## src/shared/sles_pkg.sv

```systemverilog
package sles_pkg;

   localparam int          SLES_LANES      = 4;
   localparam int          SLES_FIRST_LANE = 4;
   localparam int          SLES_KINDS      = 3;
   localparam int          SLES_ADDR_W     = 12;
   localparam int          SLES_DATA_W     = 8;
   localparam int          SLES_CNT_W      = 8;

   // Byte addresses of the four lane status registers
   localparam logic [11:0] SLES_LANE4_ERROR_STATUS = 12'h494;
   localparam logic [11:0] SLES_LANE5_ERROR_STATUS = 12'h495;
   localparam logic [11:0] SLES_LANE6_ERROR_STATUS = 12'h496;
   localparam logic [11:0] SLES_LANE7_ERROR_STATUS = 12'h497;

   // Field positions within a status register
   localparam int          SLES_ACTIVE_BIT = 3;
   localparam int          SLES_UEK_BIT    = 2;
   localparam int          SLES_NIT_BIT    = 1;
   localparam int          SLES_BDE_BIT    = 0;

   localparam logic [7:0]  SLES_STATUS_RESET = 8'h00;
   localparam logic [7:0]  SLES_CNT_TERMINAL = 8'hff;
   localparam logic [7:0]  SLES_CNT_ZERO     = 8'h00;
   localparam logic [7:0]  SLES_CNT_ONE      = 8'h01;
   localparam logic [3:0]  SLES_RSVD_VALUE   = 4'h0;

   // Layout of one lane status register
   typedef struct packed {
      logic [3:0] reserved;
      logic       active;
      logic [2:0] count_full;
   } sles_status_t;

   // Per-lane inputs from the lane decoder and configuration
   typedef struct packed {
      logic       active;
      logic [2:0] error;
      logic [2:0] hold;
      logic [2:0] clear;
   } sles_lane_in_t;

endpackage

```

## src/rtl/sles_err_counter.sv

```systemverilog
`timescale 1ns/10ps
module sles_err_counter
   import sles_pkg::*;
(
   // Clock and reset
   input  wire logic       ref_clk,
   input  wire logic       rst_n,
   // Control
   input  wire logic       cnt_event,
   input  wire logic       cnt_hold,
   input  wire logic       cnt_clear,
   // Result
   output logic [7:0]      count,
   output logic            count_full
);

   logic [7:0] next_count;
   logic [7:0] bumped;
   logic       at_terminal;
   logic       hit;
   logic       next_full;

   assign at_terminal = (count == SLES_CNT_TERMINAL);
   // Held at terminal when saturation is enabled, else wraps through zero
   assign bumped      = (at_terminal && cnt_hold) ? SLES_CNT_TERMINAL
                                                  : 8'(count + SLES_CNT_ONE);
   // An error in the clear cycle still counts, so it is never lost
   assign next_count  = cnt_clear ? (cnt_event ? SLES_CNT_ONE : SLES_CNT_ZERO)
                                  : (cnt_event ? bumped : count);
   assign hit         = !cnt_clear && cnt_event && (bumped == SLES_CNT_TERMINAL) && !at_terminal;
   // Clear wins over set
   assign next_full   = hit || (count_full && !cnt_clear);

   always_ff @(posedge ref_clk) begin
      if (!rst_n) begin
         count      <= SLES_CNT_ZERO;
         count_full <= 1'b0;
      end else begin
         count      <= next_count;
         count_full <= next_full;
      end
   end

   property p_hold_keeps;
      @(posedge ref_clk) disable iff (!rst_n)
         (at_terminal && cnt_hold && !cnt_clear) |=> (count == SLES_CNT_TERMINAL);
   endproperty
   a_hold_keeps: assert property (p_hold_keeps) else $error("held counter left terminal");

   property p_wrap;
      @(posedge ref_clk) disable iff (!rst_n)
         (at_terminal && !cnt_hold && cnt_event && !cnt_clear) |=> (count == SLES_CNT_ZERO);
   endproperty
   a_wrap: assert property (p_wrap) else $error("counter did not wrap");

   property p_full_on_terminal;
      @(posedge ref_clk) disable iff (!rst_n)
         ($changed(count) && count == SLES_CNT_TERMINAL && !$past(cnt_clear)) |-> count_full;
   endproperty
   a_full_on_terminal: assert property (p_full_on_terminal) else $error("flag not set");

endmodule

```

## src/rtl/sles_top.sv

```systemverilog
`timescale 1ns/10ps
module sles_top
   import sles_pkg::*;
(
   // Clock and reset
   input  wire logic                      ref_clk,
   input  wire logic                      rst_n,
   // Lane decoders, lanes 4 to 7
   input  wire sles_lane_in_t [3:0]       lane_in,
   // Register access port
   input  wire logic [SLES_ADDR_W-1:0]    reg_addr,
   input  wire logic                      reg_rd,
   input  wire logic                      reg_wr,
   input  wire logic [SLES_DATA_W-1:0]    reg_wdata,
   output logic [SLES_DATA_W-1:0]         reg_rdata,
   output logic                           reg_rvalid,
   // Live status, one byte per lane
   output sles_status_t [3:0]             lane_status
);

   logic [7:0]           counts [SLES_LANES][SLES_KINDS];
   logic [2:0]           full_now [SLES_LANES];
   sles_status_t [3:0]   next_status;
   logic [7:0]           next_rdata;
   logic [1:0]           sel_lane;
   logic                 sel_hit;

   genvar l, k;
   generate
      for (l = 0; l < SLES_LANES; l++) begin : g_lane
         for (k = 0; k < SLES_KINDS; k++) begin : g_kind
            // One independent counter per lane and error kind
            sles_err_counter u_cnt (
               .ref_clk    (ref_clk),
               .rst_n      (rst_n),
               .cnt_event  (lane_in[l].error[k]),
               .cnt_hold   (lane_in[l].hold[k]),
               .cnt_clear  (lane_in[l].clear[k]),
               .count      (counts[l][k]),
               .count_full (full_now[l][k])
            );
         end
         assign next_status[l].reserved   = SLES_RSVD_VALUE;
         assign next_status[l].active     = lane_in[l].active;
         assign next_status[l].count_full = full_now[l];
      end
   endgenerate

   // Lanes occupy four consecutive byte addresses
   assign sel_hit    = (reg_addr >= SLES_LANE4_ERROR_STATUS) &&
                       (reg_addr <= SLES_LANE7_ERROR_STATUS);
   assign sel_lane   = 2'(reg_addr - SLES_LANE4_ERROR_STATUS);
   // Unmapped reads answer zero
   assign next_rdata = sel_hit ? lane_status[sel_lane] : SLES_STATUS_RESET;

   // Writes are not decoded; the bank is read-only
   always_ff @(posedge ref_clk) begin
      if (!rst_n) begin
         lane_status <= {SLES_LANES{SLES_STATUS_RESET}};
         reg_rdata   <= SLES_STATUS_RESET;
         reg_rvalid  <= 1'b0;
      end else begin
         lane_status <= next_status;
         reg_rdata   <= reg_rd ? next_rdata : SLES_STATUS_RESET;
         reg_rvalid  <= reg_rd;
      end
   end

   property p_active_follows;
      @(posedge ref_clk) disable iff (!rst_n)
         ##1 lane_status[0].active == $past(lane_in[0].active) &&
             lane_status[3].active == $past(lane_in[3].active);
   endproperty
   a_active_follows: assert property (p_active_follows) else $error("active bit wrong");

   property p_flag_order;
      @(posedge ref_clk) disable iff (!rst_n)
         ##1 lane_status[1].count_full ==
             {$past(full_now[1][2]), $past(full_now[1][1]), $past(full_now[1][0])};
   endproperty
   a_flag_order: assert property (p_flag_order) else $error("flag order wrong");

   property p_flag_after_terminal;
      @(posedge ref_clk) disable iff (!rst_n)
         ($rose(full_now[2][0])) |=> lane_status[2].count_full[SLES_BDE_BIT];
   endproperty
   a_flag_after_terminal: assert property (p_flag_after_terminal) else $error("flag missing");

   property p_reserved_zero;
      @(posedge ref_clk) disable iff (!rst_n)
         reg_rvalid |-> (reg_rdata[7:4] == SLES_RSVD_VALUE);
   endproperty
   a_reserved_zero: assert property (p_reserved_zero) else $error("reserved bits set");

   property p_write_ignored;
      @(posedge ref_clk) disable iff (!rst_n)
         (reg_wr && !reg_rd) |=> !reg_rvalid;
   endproperty
   a_write_ignored: assert property (p_write_ignored) else $error("write answered");

   property p_lane_read;
      @(posedge ref_clk) disable iff (!rst_n)
         (reg_rd && reg_addr == SLES_LANE5_ERROR_STATUS) |=>
            (reg_rvalid && reg_rdata == $past(lane_status[1]));
   endproperty
   a_lane_read: assert property (p_lane_read) else $error("lane read mismatch");

   property p_reset_zero;
      @(posedge ref_clk)
         !rst_n |=> (lane_status == '0 && !reg_rvalid && reg_rdata == SLES_STATUS_RESET);
   endproperty
   a_reset_zero: assert property (p_reset_zero) else $error("reset value wrong");

   // Middle lanes, so every lane's active bit is watched
   property p_active_lane1;
      @(posedge ref_clk) disable iff (!rst_n)
         ##1 lane_status[1].active == $past(lane_in[1].active);
   endproperty
   a_active_lane1: assert property (p_active_lane1) else $error("lane1 active wrong");

   property p_active_lane2;
      @(posedge ref_clk) disable iff (!rst_n)
         ##1 lane_status[2].active == $past(lane_in[2].active);
   endproperty
   a_active_lane2: assert property (p_active_lane2) else $error("lane2 active wrong");

   property p_flag_order_lane0;
      @(posedge ref_clk) disable iff (!rst_n)
         ##1 lane_status[0].count_full ==
             {$past(full_now[0][2]), $past(full_now[0][1]), $past(full_now[0][0])};
   endproperty
   a_flag_order_lane0: assert property (p_flag_order_lane0) else $error("lane0 flags");

   property p_flag_order_lane2;
      @(posedge ref_clk) disable iff (!rst_n)
         ##1 lane_status[2].count_full ==
             {$past(full_now[2][2]), $past(full_now[2][1]), $past(full_now[2][0])};
   endproperty
   a_flag_order_lane2: assert property (p_flag_order_lane2) else $error("lane2 flags");

   property p_flag_order_lane3;
      @(posedge ref_clk) disable iff (!rst_n)
         ##1 lane_status[3].count_full ==
             {$past(full_now[3][2]), $past(full_now[3][1]), $past(full_now[3][0])};
   endproperty
   a_flag_order_lane3: assert property (p_flag_order_lane3) else $error("lane3 flags");

   // Each address must return its own lane, not a neighbour
   property p_lane4_read;
      @(posedge ref_clk) disable iff (!rst_n)
         (reg_rd && reg_addr == SLES_LANE4_ERROR_STATUS) |=>
            (reg_rvalid && reg_rdata == $past(lane_status[0]));
   endproperty
   a_lane4_read: assert property (p_lane4_read) else $error("lane4 read mismatch");

   property p_lane6_read;
      @(posedge ref_clk) disable iff (!rst_n)
         (reg_rd && reg_addr == SLES_LANE6_ERROR_STATUS) |=>
            (reg_rvalid && reg_rdata == $past(lane_status[2]));
   endproperty
   a_lane6_read: assert property (p_lane6_read) else $error("lane6 read mismatch");

   property p_lane7_read;
      @(posedge ref_clk) disable iff (!rst_n)
         (reg_rd && reg_addr == SLES_LANE7_ERROR_STATUS) |=>
            (reg_rvalid && reg_rdata == $past(lane_status[3]));
   endproperty
   a_lane7_read: assert property (p_lane7_read) else $error("lane7 read mismatch");

   property p_unmapped_zero;
      @(posedge ref_clk) disable iff (!rst_n)
         (reg_rd && !sel_hit) |=> (reg_rvalid && reg_rdata == SLES_STATUS_RESET);
   endproperty
   a_unmapped_zero: assert property (p_unmapped_zero) else $error("unmapped read");

   // Idle bus shows zero so stale status never leaks
   property p_idle_rdata_zero;
      @(posedge ref_clk) disable iff (!rst_n)
         !reg_rd |=> (!reg_rvalid && reg_rdata == SLES_STATUS_RESET);
   endproperty
   a_idle_rdata_zero: assert property (p_idle_rdata_zero) else $error("idle data");

   property p_rvalid_follows;
      @(posedge ref_clk) disable iff (!rst_n)
         reg_rd |=> reg_rvalid;
   endproperty
   a_rvalid_follows: assert property (p_rvalid_follows) else $error("read not answered");

   property p_status_reserved;
      @(posedge ref_clk) disable iff (!rst_n)
         lane_status[0].reserved == SLES_RSVD_VALUE && lane_status[1].reserved == SLES_RSVD_VALUE &&
         lane_status[2].reserved == SLES_RSVD_VALUE && lane_status[3].reserved == SLES_RSVD_VALUE;
   endproperty
   a_status_reserved: assert property (p_status_reserved) else $error("reserved nibble");

   property p_flag_sticky_lane0;
      @(posedge ref_clk) disable iff (!rst_n)
         (full_now[0][0] && !lane_in[0].clear[0]) |=> full_now[0][0];
   endproperty
   a_flag_sticky_lane0: assert property (p_flag_sticky_lane0) else $error("flag dropped");

   property p_flag_cleared;
      @(posedge ref_clk) disable iff (!rst_n)
         lane_in[1].clear[1] |=> !full_now[1][1];
   endproperty
   a_flag_cleared: assert property (p_flag_cleared) else $error("flag kept on clear");

   // A quiet lane must not see its flags move
   property p_lane_independent;
      @(posedge ref_clk) disable iff (!rst_n)
         (lane_in[0].error == 3'h0 && lane_in[0].clear == 3'h0) |=> $stable(full_now[0]);
   endproperty
   a_lane_independent: assert property (p_lane_independent) else $error("lane crosstalk");

   property p_flag_needs_error;
      @(posedge ref_clk) disable iff (!rst_n)
         $rose(full_now[2][2]) |-> $past(lane_in[2].error[2]);
   endproperty
   a_flag_needs_error: assert property (p_flag_needs_error) else $error("flag without error");

endmodule

```

## config.mk

```make
export PLATFORM = sky130hd
export DESIGN_NAME = sles_top
export DESIGN_NICKNAME = d
export VERILOG_FILES = /design/src/shared/sles_pkg.sv /design/src/rtl/sles_err_counter.sv /design/src/rtl/sles_top.sv
export SDC_FILE = /design/constraint.sdc
export NUM_CORES = 1
export LEC_CHECK = 0
export ABC_AREA = 0
export BUFFER_PORTS_ARGS = -buffer_cell sky130_fd_sc_hd__clkbuf_2
export CAP_MARGIN = 20
export CORE_MARGIN = 4
export CORE_UTILIZATION = 25
export DETAILED_ROUTE_END_ITERATION = 6
export PLACE_DENSITY_LB_ADDON = 0.25
export SLEW_MARGIN = 0
export SYNTH_ARGS = -nofsm -noshare
export SYNTH_HDL_FRONTEND = slang
export SYNTH_SLANG_ARGS = --single-unit
```

## constraint.sdc

```tcl
create_clock -name ref_clk -period 2.65 [get_ports ref_clk]
set_input_delay 0.1325 -clock ref_clk [delete_from_list [all_inputs] [get_ports ref_clk]]
set_output_delay 0.1325 -clock ref_clk [all_outputs]
set_load 0.05 [all_outputs]
```

==> results of run 1 <==
==> how the worst min path moves through the flow <==
stage | from | to | slack, ns | depth (start not counted)
detailed placement | lane_in[29] | lane_status[19]$_SDFF_PN0_ | 0.35 | 2
global placement | lane_in[29] | lane_status[19]$_SDFF_PN0_ | 0.36 | 2
finish | lane_in[17] | g_lane[1].g_kind[1].u_cnt.count[0]$_SDFFE_PN0P_ | 0.04 | 2
CTS | lane_in[17] | g_lane[1].g_kind[1].u_cnt.count[0]$_SDFFE_PN0P_ | 0.02 | 2
global route | lane_in[17] | g_lane[1].g_kind[1].u_cnt.count[1]$_SDFFE_PN0P_ | 0.05 | 2
floorplan | lane_in[18] | g_lane[1].g_kind[2].u_cnt.count[1]$_SDFFE_PN0P_ | 0.22 | 1
==> state kept, by name, indices dropped and copies added, names as in the netlist <==
signal / flops
reg_rdata: 4
lane_status: 16
reg_rvalid: 1
g_lane.g_kind.u_cnt.count: 96
g_lane.g_kind.u_cnt.count_full: 12
==> critical path, cell delays in order, from the launching register on <==
cell and delay [ns]:
dfxtp_1 0.40, ha_1 0.24, and2_1 0.31, nand4_2 0.25
a221oi_1 0.34, nand2_1 0.09, o22ai_1 0.11
==> final cells by class <==
type | instances | area, um2
Fill cell | 2820 | 18000
Sequential cell | 129 | 2580
Inverter | 27 | 101
Tap cell | 335 | 419
Clock inverter | 13 | 209
Multi-Input combinational cell | 607 | 3660
Timing Repair Buffer | 91 | 531
Clock buffer | 19 | 453
==> Yosys cell counts, types with 7 or more instances <==
| cell | number |
|---|---|
| dfxtp_1 | 129 |
| o22ai_1 | 7 |
| nand3_1 | 45 |
| inv_1 | 27 |
| nor3_1 | 22 |
| clkbuf_1 | 18 |
| buf_4 | 22 |
| xor2_1 | 15 |
| nand2b_1 | 12 |
| and3_1 | 32 |
| nand4_1 | 12 |
| nand2_1 | 66 |
| nor2_1 | 71 |
| and4_1 | 12 |
| a21oi_1 | 43 |
| a31oi_1 | 43 |
| o21ai_0 | 47 |
| ha_1 | 12 |
| and2_1 | 18 |
| a311oi_1 | 8 |
| mux2i_1 | 8 |
| buf_2 | 9 |
| nor2b_1 | 23 |
| a211oi_1 | 20 |
==> metrics by stage <==
stage / hold WS [ns] / cells
after floorplan: 0.222 / 817
after global placement: 0.361 / 1175
after detailed placement: 0.354 / 1175
after CTS: 0.0163 / 1221
after global routing: 0.0511 / 1221
final: 0.0412 / 1221
==> cell usage in the layout (no fill, tap or decap), drive strengths merged, types with 13 or more instances in the layout <==
cell type and count:
a31oi 43, and3 33, nor2b 23, nand2 66
nor3 23, dlygate4sd3 14, and2 19, nand3 46
a21oi 43, xor2 15, nand4 16, conb 20
inv 27, a211oi 20, clkbuf 94, dfxtp 129
o21ai 47, nor2 71, and4 13
==> cells by family after synthesis <==
family / share of synthesized area
buffers and inverters: 0.0629
other: 0.000570
XOR/XNOR: 0.0266
AO/OA/AOI/OAI: 0.186
flip-flops: 0.392
AND/OR/NAND/NOR: 0.278
adder cells (fa/ha/maj): 0.0228
multiplexers: 0.0310
==> power by group <==
part	internal [mW]	switching, mW
sequential	1.97	0.0265
clock	1.72	0.900
combinational	0.101	0.214
==> repair_timing <==
item | in CTS | in global routing
hold buffers | 14 | 0
endpoints found under the hold margin | 15 | 0
resized for setup | 0 | 0
==> layer usage <==
metal,part of all wire,up-vias
met5,0.0021,-
met4,0.015,4
met3,0.052,19
met2,0.43,118
met1,0.50,2701
li1,-,3042
==> metrics.txt, run 1 <==
status complete, no violations; vias a little under 6000; Die ar. 0.0290 mm2; post-route ant nets 0; TritonCTS clock tree done; hold crit path type primary input to register; 1st-pass router iterations 4; Bufs on Longest Clock Path 2; design area 0.00795 mm2; total wire length between 15 and 20 mm; setup_tns 0 ns; fraction of layout instances using a drive strength above 1 0.143; min cycle time layout about 1.8 ns; Post-synth ARST share 0; Die H between 150 and 200 um; DRC viols 0; initial detailed-routing violation count 324; Ys Warns 0; Inserted Diodes 0; Slew Viols, Final 0; Avg WL per Cell 13.3 um; initial antenna violation count 2; Final Setup Violations 0; RSZ-0062 raised after global routing no; Yosys reg bits around 130; Synth area leaders dfxtp_1, a31oi_1, nor2_1; clock slew at reported path FFs 0.06 ns; post-synthesis cell count between 700 and 800; fin nets between 900 and 1000; GR peak layer met2; Critical Path Fanout Max 8; Clk Latency, worst-skew pair ~0.42 ns; GR Util met1 0.156; I/O Buffers 75; Setup crit end kind register; Post-synth EDFFs 0; num rows a little under 60; critical path capture point g_lane[3].g_kind[2].u_cnt.count_full$_SDFF_PN0_; fin crit share 0.680; I/O pin count between 100 and 150; Final GP Congestion ~0.80; post-CTS setup repair buffer count 0; pre-CTS setup slack around 0.87 ns; Rel. slew slack 0.604; clk sinks around 130; clock root cell clkbuf_16; chip width about 170 um; dpl cell area about 0.007 mm2; final hold vios 0; Syn Std Cell Area 0.00658 mm2; gr ovfl total 0; first-pass GRT wire length between 20 and 30 mm; vias in the first global route between 5000 and 6000; Power Total slightly below 5 mW; met3 Use GR 0.0334; Worst R2R Path Depth 6; post-synthesis sequential area ratio 0.392; met2 GRT Util 0.169; H-Tree Depth 4; capturing point of the worst reg2reg path g_lane[3].g_kind[2].u_cnt.count_full$_SDFF_PN0_; initial core utilization 0.253; final setup margin between 0.8 and 0.9 ns; Fin Clk Skew 0.0128 ns; CP startpoint g_lane[3].g_kind[2].u_cnt.count[0]$_SDFFE_PN0P_; largest net degree at the start of global routing 27; Worst Max-Slew Pin Slew a little under 0.6 ns; critical path class register to register; Post-synth top flop dfxtp_1; Post-DP HPWL ~12 mm; total CTS buffers 17; gr usage total 0.113; vias per cell 4.82; mean post-synth cell area between 8 and 9 um2; max_cap viols 0; Layout area overhead 20.8%; static leakage 3.12 nW; post-layout util 0.306; r2r setup slk between 0.8 and 0.9 ns; Max Fclk 555 MHz; Core Box Area around 0.026 mm2; Worst Path Required 3.00 ns; Synth area leader dfxtp_1; Worst VDD drop around 0.42 mV; Startpoint Class register; synth unique cells about 60; Pwr per Cell Area roughly 620 mW/mm2; worst r2r src g_lane[3].g_kind[2].u_cnt.count[0]$_SDFFE_PN0P_; top-area cell type share of the netlist area 0.392; Data arrival, critical path approximately 2.2 ns
Note: power is estimated with default switching activity, not from simulation.
==> run 2, diff against run 1 <==
--- a/config.mk
+++ b/config.mk
@@ -5,7 +5,7 @@
 export SDC_FILE = /design/constraint.sdc
 export NUM_CORES = 1
 export LEC_CHECK = 0
-export ABC_AREA = 0
+export ABC_AREA = 1
 export BUFFER_PORTS_ARGS = -buffer_cell sky130_fd_sc_hd__clkbuf_2
 export CAP_MARGIN = 20
 export CORE_MARGIN = 4
==> constraint.sdc (replaced) <==
create_clock -name ref_clk -period 1.81 [get_ports ref_clk]
set_input_delay 0.0905 -clock ref_clk [delete_from_list [all_inputs] [get_ports ref_clk]]
set_output_delay 0.0905 -clock ref_clk [all_outputs]
set_load 0.05 [all_outputs]
==> metrics.txt, run 2 <==
I/O pin count 105 (unchanged); first-pass GRT wire length 32.3 mm (was 27.0 mm); hold crit path type primary input to register (unchanged); status complete, no violations (unchanged); Critical Path Slowest Stage Cell dfxtp_1 (unchanged); top-area cell type share of the netlist area 0.343 (was 0.392); Post-synth EDFFs 0 (unchanged); Die ar. 0.0329 mm2 (was 0.0290 mm2); total wire length 19.1 mm (was 16.2 mm); Startpoint Class register (unchanged); Inserted Diodes 0 (unchanged); post-route ant nets 0 (unchanged); initial detailed-routing violation count 331 (was 324); design area 0.00919 mm2 (was 0.00795 mm2); r2r setup slk 0.27 ns (was 0.85 ns); gr ovfl total 0 (unchanged); Post-synth ARST share 0 (unchanged); pre-CTS setup slack 0.292 ns (was 0.875 ns); clock slew at reported path FFs 0.06 ns (about the same); Max Fclk 649 MHz (was 555 MHz); mean post-synth cell area 6.41 um2 (was 8.25 um2); Ys Warns 0 (unchanged); Fin Clk Skew 0.00773 ns (was 0.0128 ns); critical path class register to register (unchanged); min cycle time layout 1.54 ns (was 1.80 ns); Post-DP HPWL 14.0 mm (was 11.8 mm); setup_tns 0 ns (unchanged); Synth area leaders dfxtp_1, nand2_1, a21oi_1 (was dfxtp_1, a31oi_1, nor2_1); post-synthesis cell count 1173 (was 798); fin nets 1362 (was 949); synth unique cells 33 (was 61); Filler cells 3340 (was 2820); I/O Buffers 75 (unchanged); crit path buf inv count 0 (unchanged); Clk Latency, worst-skew pair 0.41 ns (was 0.42 ns); Slew Viols, Final 0 (unchanged); critical path cell sequence ha_1 -> nand2_1 -> nor2_2 -> nand3_2 -> o21ai_1 -> nand2_1 -> nor2_1 -> nand3_1 -> nand2_1 (was ha_1 -> and2_1 -> nand4_2 -> a221oi_1 -> nand2_1 -> o22ai_1); fraction of layout instances using a drive strength above 1 0.142 (was 0.143); Slowest Stage Delay on Critical Path 0.38 ns (was 0.40 ns); Die H 181 um (was 170 um); static leakage 4.05 nW (was 3.12 nW); TritonCTS clock tree done (unchanged); Largest regs g_lane.g_kind.u_cnt.count (96), lane_status (16), g_lane.g_kind.u_cnt.count_full (12) (unchanged); dpl cell area 0.00836 mm2 (was 0.00715 mm2); DRC viols 0 (unchanged); most common cell in the synthesized netlist nand2_1 (was dfxtp_1); number of flip-flops in the largest register 96 (unchanged); most common cell after layout, fill and taps aside nand2_1 (was dfxtp_1); Synth area leader dfxtp_1 (unchanged); RSZ-0062 raised after global routing no (unchanged); Final GP Congestion 0.838 (was 0.802); fin crit share 0.851 (was 0.680); Syn Std Cell Area 0.00752 mm2 (was 0.00658 mm2); Layout area overhead 22.1% (was 20.8%); max_cap viols 0 (unchanged); Worst Path Required 2.16 ns (was 3.00 ns); Avg WL per Cell 11.3 um (was 13.3 um); commonest non-fill, non-tap cells in the layout nand2_1, dfxtp_1, inv_1 (was dfxtp_1, clkbuf_2, nor2_1); post-layout util 0.310 (was 0.306); largest net degree at the start of global routing 54 (was 27); vias per cell 4.34 (was 4.82); gr usage total 0.117 (was 0.113); Final Setup Violations 0 (unchanged); clk sinks 129 (unchanged); total CTS buffers 17 (unchanged); Pwr per Cell Area 761 mW/mm2 (was 620 mW/mm2); Bufs on Longest Clock Path 2 (unchanged); commonest cells in the netlist nand2_1, dfxtp_1, inv_1 (was dfxtp_1, nor2_1, nand2_1); Worst VDD drop 0.438 mV (was 0.422 mV); 1st-pass router iterations 4 (unchanged); initial antenna violation count 0 (was 2); num rows 63 (was 59); final setup margin 0.269 ns (was 0.849 ns); chip width 181 um (was 170 um); Yosys reg bits 129 (unchanged); initial core utilization 0.254 (was 0.253); largest reg by FF count g_lane.g_kind.u_cnt.count (unchanged); Critical Path Most Common Cell nand2_1; Rel. slew slack 0.593 (was 0.604); Setup crit end kind register (unchanged); clock root cell clkbuf_16 (unchanged); post-cts sizing count 0 (unchanged); vias in the first global route 6827 (was 5427); Post-synth top flop dfxtp_1 (unchanged); vias 7322 (was 5884); Core Box Area 0.0296 mm2 (was 0.0260 mm2); post-synthesis sequential area ratio 0.343 (was 0.392); Worst Max-Slew Pin Slew 0.608 ns (was 0.594 ns); final hold vios 0 (unchanged); H-Tree Depth 4 (unchanged); Critical Path Fanout Max 8 (unchanged); Data arrival, critical path 1.90 ns (was 2.15 ns); family with the most delay on the worst path simple AND/OR/NAND/NOR gates (unchanged)
==> run 2: changes by cell type after synthesis, moves of 18 or more <==
cell      change
a31oi_1      -42
and2_1       -18
nor3_1       -21
inv_1       +102
a21oi_1      +61
nor2b_1      -23
nand3_1      +50
a211oi_1     -20
nor2_1       +22
nand2_1     +344
and3_1       -32
==> run 2: layout make-up <==
class / instances / area, um2 / share of cell area
Clock buffer: 20 / 447 / 0.0486
Clock inverter: 12 / 159 / 0.0173
Inverter: 138 / 519 / 0.0565
Multi-Input combinational cell: 891 / 4280 / 0.466
Sequential cell: 129 / 2580 / 0.281
Tap cell: 390 / 488 / 0.0531
Timing Repair Buffer: 109 / 711 / 0.0773
==> run 2: path summary, 6_finish.rpt <==
check                                                        from  depth (start not counted)                                         endpoint
hold / removal                                         lane_in[7]                          5  g_lane[0].g_kind[1].u_cnt.count[0]$_SDFFE_PN0P_
setup reg to reg  g_lane[3].g_kind[1].u_cnt.count[0]$_SDFFE_PN0P_                          9  g_lane[3].g_kind[1].u_cnt.count_full$_SDFF_PN0_
hold reg to reg   g_lane[3].g_kind[1].u_cnt.count_full$_SDFF_PN0_                          2                       lane_status[25]$_SDFF_PN0_
setup / recovery  g_lane[3].g_kind[1].u_cnt.count[0]$_SDFFE_PN0P_                          9  g_lane[3].g_kind[1].u_cnt.count_full$_SDFF_PN0_
==> run 2: timing repair <==
action	CTS	global route
hold buffers	22	0
buffers inserted	0	0
hold endpoints to repair	23	0
==> run 2: kinds of logic after synthesis <==
kind of cell             after synthesis  synth area share
other                                  1          0.000498
XOR/XNOR                              15            0.0175
adder cells (fa/ha/maj)               12            0.0200
flip-flops                           129             0.343
buffers and inverters                172            0.0969
AO/OA/AOI/OAI                        165             0.115
AND/OR/NAND/NOR                      679             0.407
==> run 2: routing by layer <==
metal,share of wire,up-vias,track usage
met5,0,-,0
met4,0.013,0,0.0294
met3,0.030,13,0.0266
met2,0.46,97,0.192
met1,0.50,3263,0.156
li1,-,3949,-
==> run 2: report_power, final <==
group          leakage [nW]  total, mW  switching (mW)  internal [mW]
clock network         0.291       3.55            1.34           2.21
registers              1.04       2.90          0.0297           2.87
logic                  2.72      0.540           0.371          0.169
==> run 2: stage by stage <==
step                      instances  power (mW)  hold WS [ns]
final                          1689        6.99        0.0196
after global routing           1689        7.33        0.0170
after CTS                      1689        7.14       0.00200
after detailed placement       1635        3.47         0.278
after global placement         1635        3.47         0.275
after floorplan                1192        3.31         0.188
==> run 2: tightest hold or removal path: stages <==
cell and delay [ns]:
clkbuf_2 0.09, inv_1 0.06, a21oi_1 0.06, nand2_1 0.06
inv_1 0.03
==> run 3, diff against run 2 <==
--- a/config.mk
+++ b/config.mk
@@ -8,6 +8,8 @@
 export ABC_AREA = 1
 export BUFFER_PORTS_ARGS = -buffer_cell sky130_fd_sc_hd__clkbuf_2
 export CAP_MARGIN = 20
+export CELL_PAD_IN_SITES_DETAIL_PLACEMENT = 0
+export CELL_PAD_IN_SITES_GLOBAL_PLACEMENT = 1
 export CORE_MARGIN = 4
 export CORE_UTILIZATION = 25
 export DETAILED_ROUTE_END_ITERATION = 6
==> metrics.txt, run 3 (synthesized netlist as in run 2, its figures left out) <==
clock power share 0.502 (was 0.508); Layout area overhead 23.4% (was 22.1%); post-cts sizing count 0 (unchanged); post-route ant nets 0 (unchanged); Bufs on Longest Clock Path 2 (unchanged); vias 7313 (was 7322); Clk Latency, worst-skew pair 0.41 ns (about the same); Post-Place Cells 1649 (was 1635); vias in the first global route 6954 (was 6827); Data arrival, critical path 1.89 ns (was 1.90 ns); clock root cell clkbuf_16 (unchanged); Critical Path Fanout Max 8 (unchanged); Avg WL per Cell 11.5 um (was 11.3 um); post-CTS setup repair buffer count 0 (unchanged); fraction of layout instances using a drive strength above 1 0.152 (was 0.142); clock slew at reported path FFs 0.06 ns (about the same); Inserted Diodes 0 (unchanged); Filler cells 3310 (was 3340); Rel. slew slack 0.588 (was 0.593); internal power 5.15 mW (was 5.25 mW); fin crit share 0.846 (was 0.851); TritonCTS clock tree done (unchanged); first-pass GRT wire length 33.4 mm (was 32.3 mm); static leakage 4.13 nW (was 4.05 nW); Max Fclk 653 MHz (was 649 MHz); switching power total 1.82 mW (was 1.74 mW); vias per cell 4.29 (was 4.34); max_cap viols 0 (unchanged); hold crit path type primary input to register (unchanged); largest net degree at the start of global routing 18 (was 54); I/O Buffers 75 (unchanged); fin nets 1379 (was 1362); dpl cell area 0.00844 mm2 (was 0.00836 mm2); Worst VDD drop 0.540 mV (was 0.438 mV); pre-CTS setup slack 0.273 ns (was 0.292 ns); setup_tns 0 ns (unchanged); Combinational Power Share 0.082 (was 0.077); initial core utilization 0.254 (unchanged); largest reg by FF count g_lane.g_kind.u_cnt.count (unchanged); Worst Max-Slew Pin Slew 0.616 ns (was 0.608 ns); RSZ-0062 raised after global routing no (unchanged); gr usage total 0.120 (was 0.117); critical path class register to register (unchanged); Fin Clk Skew 0.00807 ns (was 0.00773 ns); initial antenna violation count 0 (unchanged); total wire length 19.7 mm (was 19.1 mm); design area 0.00929 mm2 (was 0.00919 mm2); Net Sw Frac 0.261 (was 0.249); FF/Latch Area 0.00258 mm2 (unchanged); Final Setup Violations 0 (unchanged); final setup margin 0.278 ns (was 0.269 ns); Startpoint Class register (unchanged); Die ar. 0.0329 mm2 (unchanged); Final GP Congestion 0.778 (was 0.838); commonest non-fill, non-tap cells in the layout nand2_1, dfxtp_1, inv_1 (unchanged); min cycle time layout 1.53 ns (was 1.54 ns); total CTS buffers 17 (unchanged); number of flip-flops in the largest register 96 (unchanged); hold buffers post-CTS 25 (was 22); num rows 63 (unchanged); sequential share of power 0.417 (was 0.415); gr ovfl total 0 (unchanged); Core Box Area 0.0296 mm2 (unchanged); Pwr per Cell Area 750 mW/mm2 (was 761 mW/mm2); H-Tree Depth 4 (unchanged); Post-DP HPWL 14.9 mm (was 14.0 mm); status complete, no violations (unchanged); clk sinks 129 (unchanged); final hold vios 0 (unchanged); Die H 181 um (unchanged); chip width 181 um (unchanged); Hold Slack 0.0324 ns (was 0.0196 ns); I/O pin count 105 (unchanged); DRC viols 0 (unchanged); 1st-pass router iterations 4 (unchanged); Largest regs g_lane.g_kind.u_cnt.count (96), lane_status (16), g_lane.g_kind.u_cnt.count_full (12) (unchanged); most common cell after layout, fill and taps aside nand2_1 (unchanged); Multi-input gate area 0.00428 mm2 (unchanged); Layout Cells excl Fill 1706 (was 1689); Setup crit end kind register (unchanged); Slew Viols, Final 0 (unchanged); Worst Path Required 2.17 ns (was 2.16 ns); initial detailed-routing violation count 292 (was 331)
-- run 3: routing by layer --
metal	global-route usage	part of all wire	wire length, um	vias up
li1	-	-	-	3976
met5	0	0	0	-
met2	0.193	0.44	8740	97
met4	0.0438	0.020	401	0
met3	0.0224	0.033	647	22
met1	0.162	0.50	9890	3218
-- run 3: final timing paths --
kind	endpoint	slack (ns)	start	cells past startpoint
hold reg to reg	lane_status[25]$_SDFF_PN0_	0.43	g_lane[3].g_kind[1].u_cnt.count_full$_SDFF_PN0_	2
hold / removal	g_lane[2].g_kind[2].u_cnt.count[0]$_SDFFE_PN0P_	0.03	lane_in[28]	5
setup reg to reg	g_lane[0].g_kind[2].u_cnt.count_full$_SDFF_PN0_	0.28	g_lane[0].g_kind[2].u_cnt.count[0]$_SDFFE_PN0P_	9
setup / recovery	g_lane[0].g_kind[2].u_cnt.count_full$_SDFF_PN0_	0.28	g_lane[0].g_kind[2].u_cnt.count[0]$_SDFFE_PN0P_	9
-- run 3: layout make-up --
| type | instances | area share |
|---|---|---|
| clock buffers | 18 | 0.0473 |
| clock inverters | 14 | 0.0167 |
| inverters | 138 | 0.0559 |
| multi-input cells | 891 | 0.461 |
| flip-flops and latches | 129 | 0.278 |
| repair buffers | 126 | 0.0884 |
| well taps | 390 | 0.0525 |
-- run 3: metrics by stage --
stage | util | power [mW]
5_1_grt | 0.313 | 7.28
3_3_place_gp | 0.285 | 3.50
6_report | 0.313 | 6.97
2_1_floorplan | - | 3.31
3_5_place_dp | 0.285 | 3.50
4_1_cts | 0.313 | 7.12
-- run 3: worst max-delay path, cell delays in order (launching register included) --
cell	delay [ns]
dfxtp_1	0.38
ha_1	0.19
nand2_1	0.10
nor2_2	0.13
nand3_2	0.19
nand3_1	0.15
nand2_1	0.07
nor2_1	0.11
nand3_1	0.09
nand2_1	0.06
-- run 3: power by group through the flow --
stage               registers, mW  logic [mW]  clock network [mW]
floorplan                    2.98       0.334                   0
global placement             2.97       0.538                   0
detailed placement           2.97       0.533                   0
CTS                          2.90       0.578                3.64
global route                 2.91       0.637                3.73
finish                       2.90       0.568                3.50
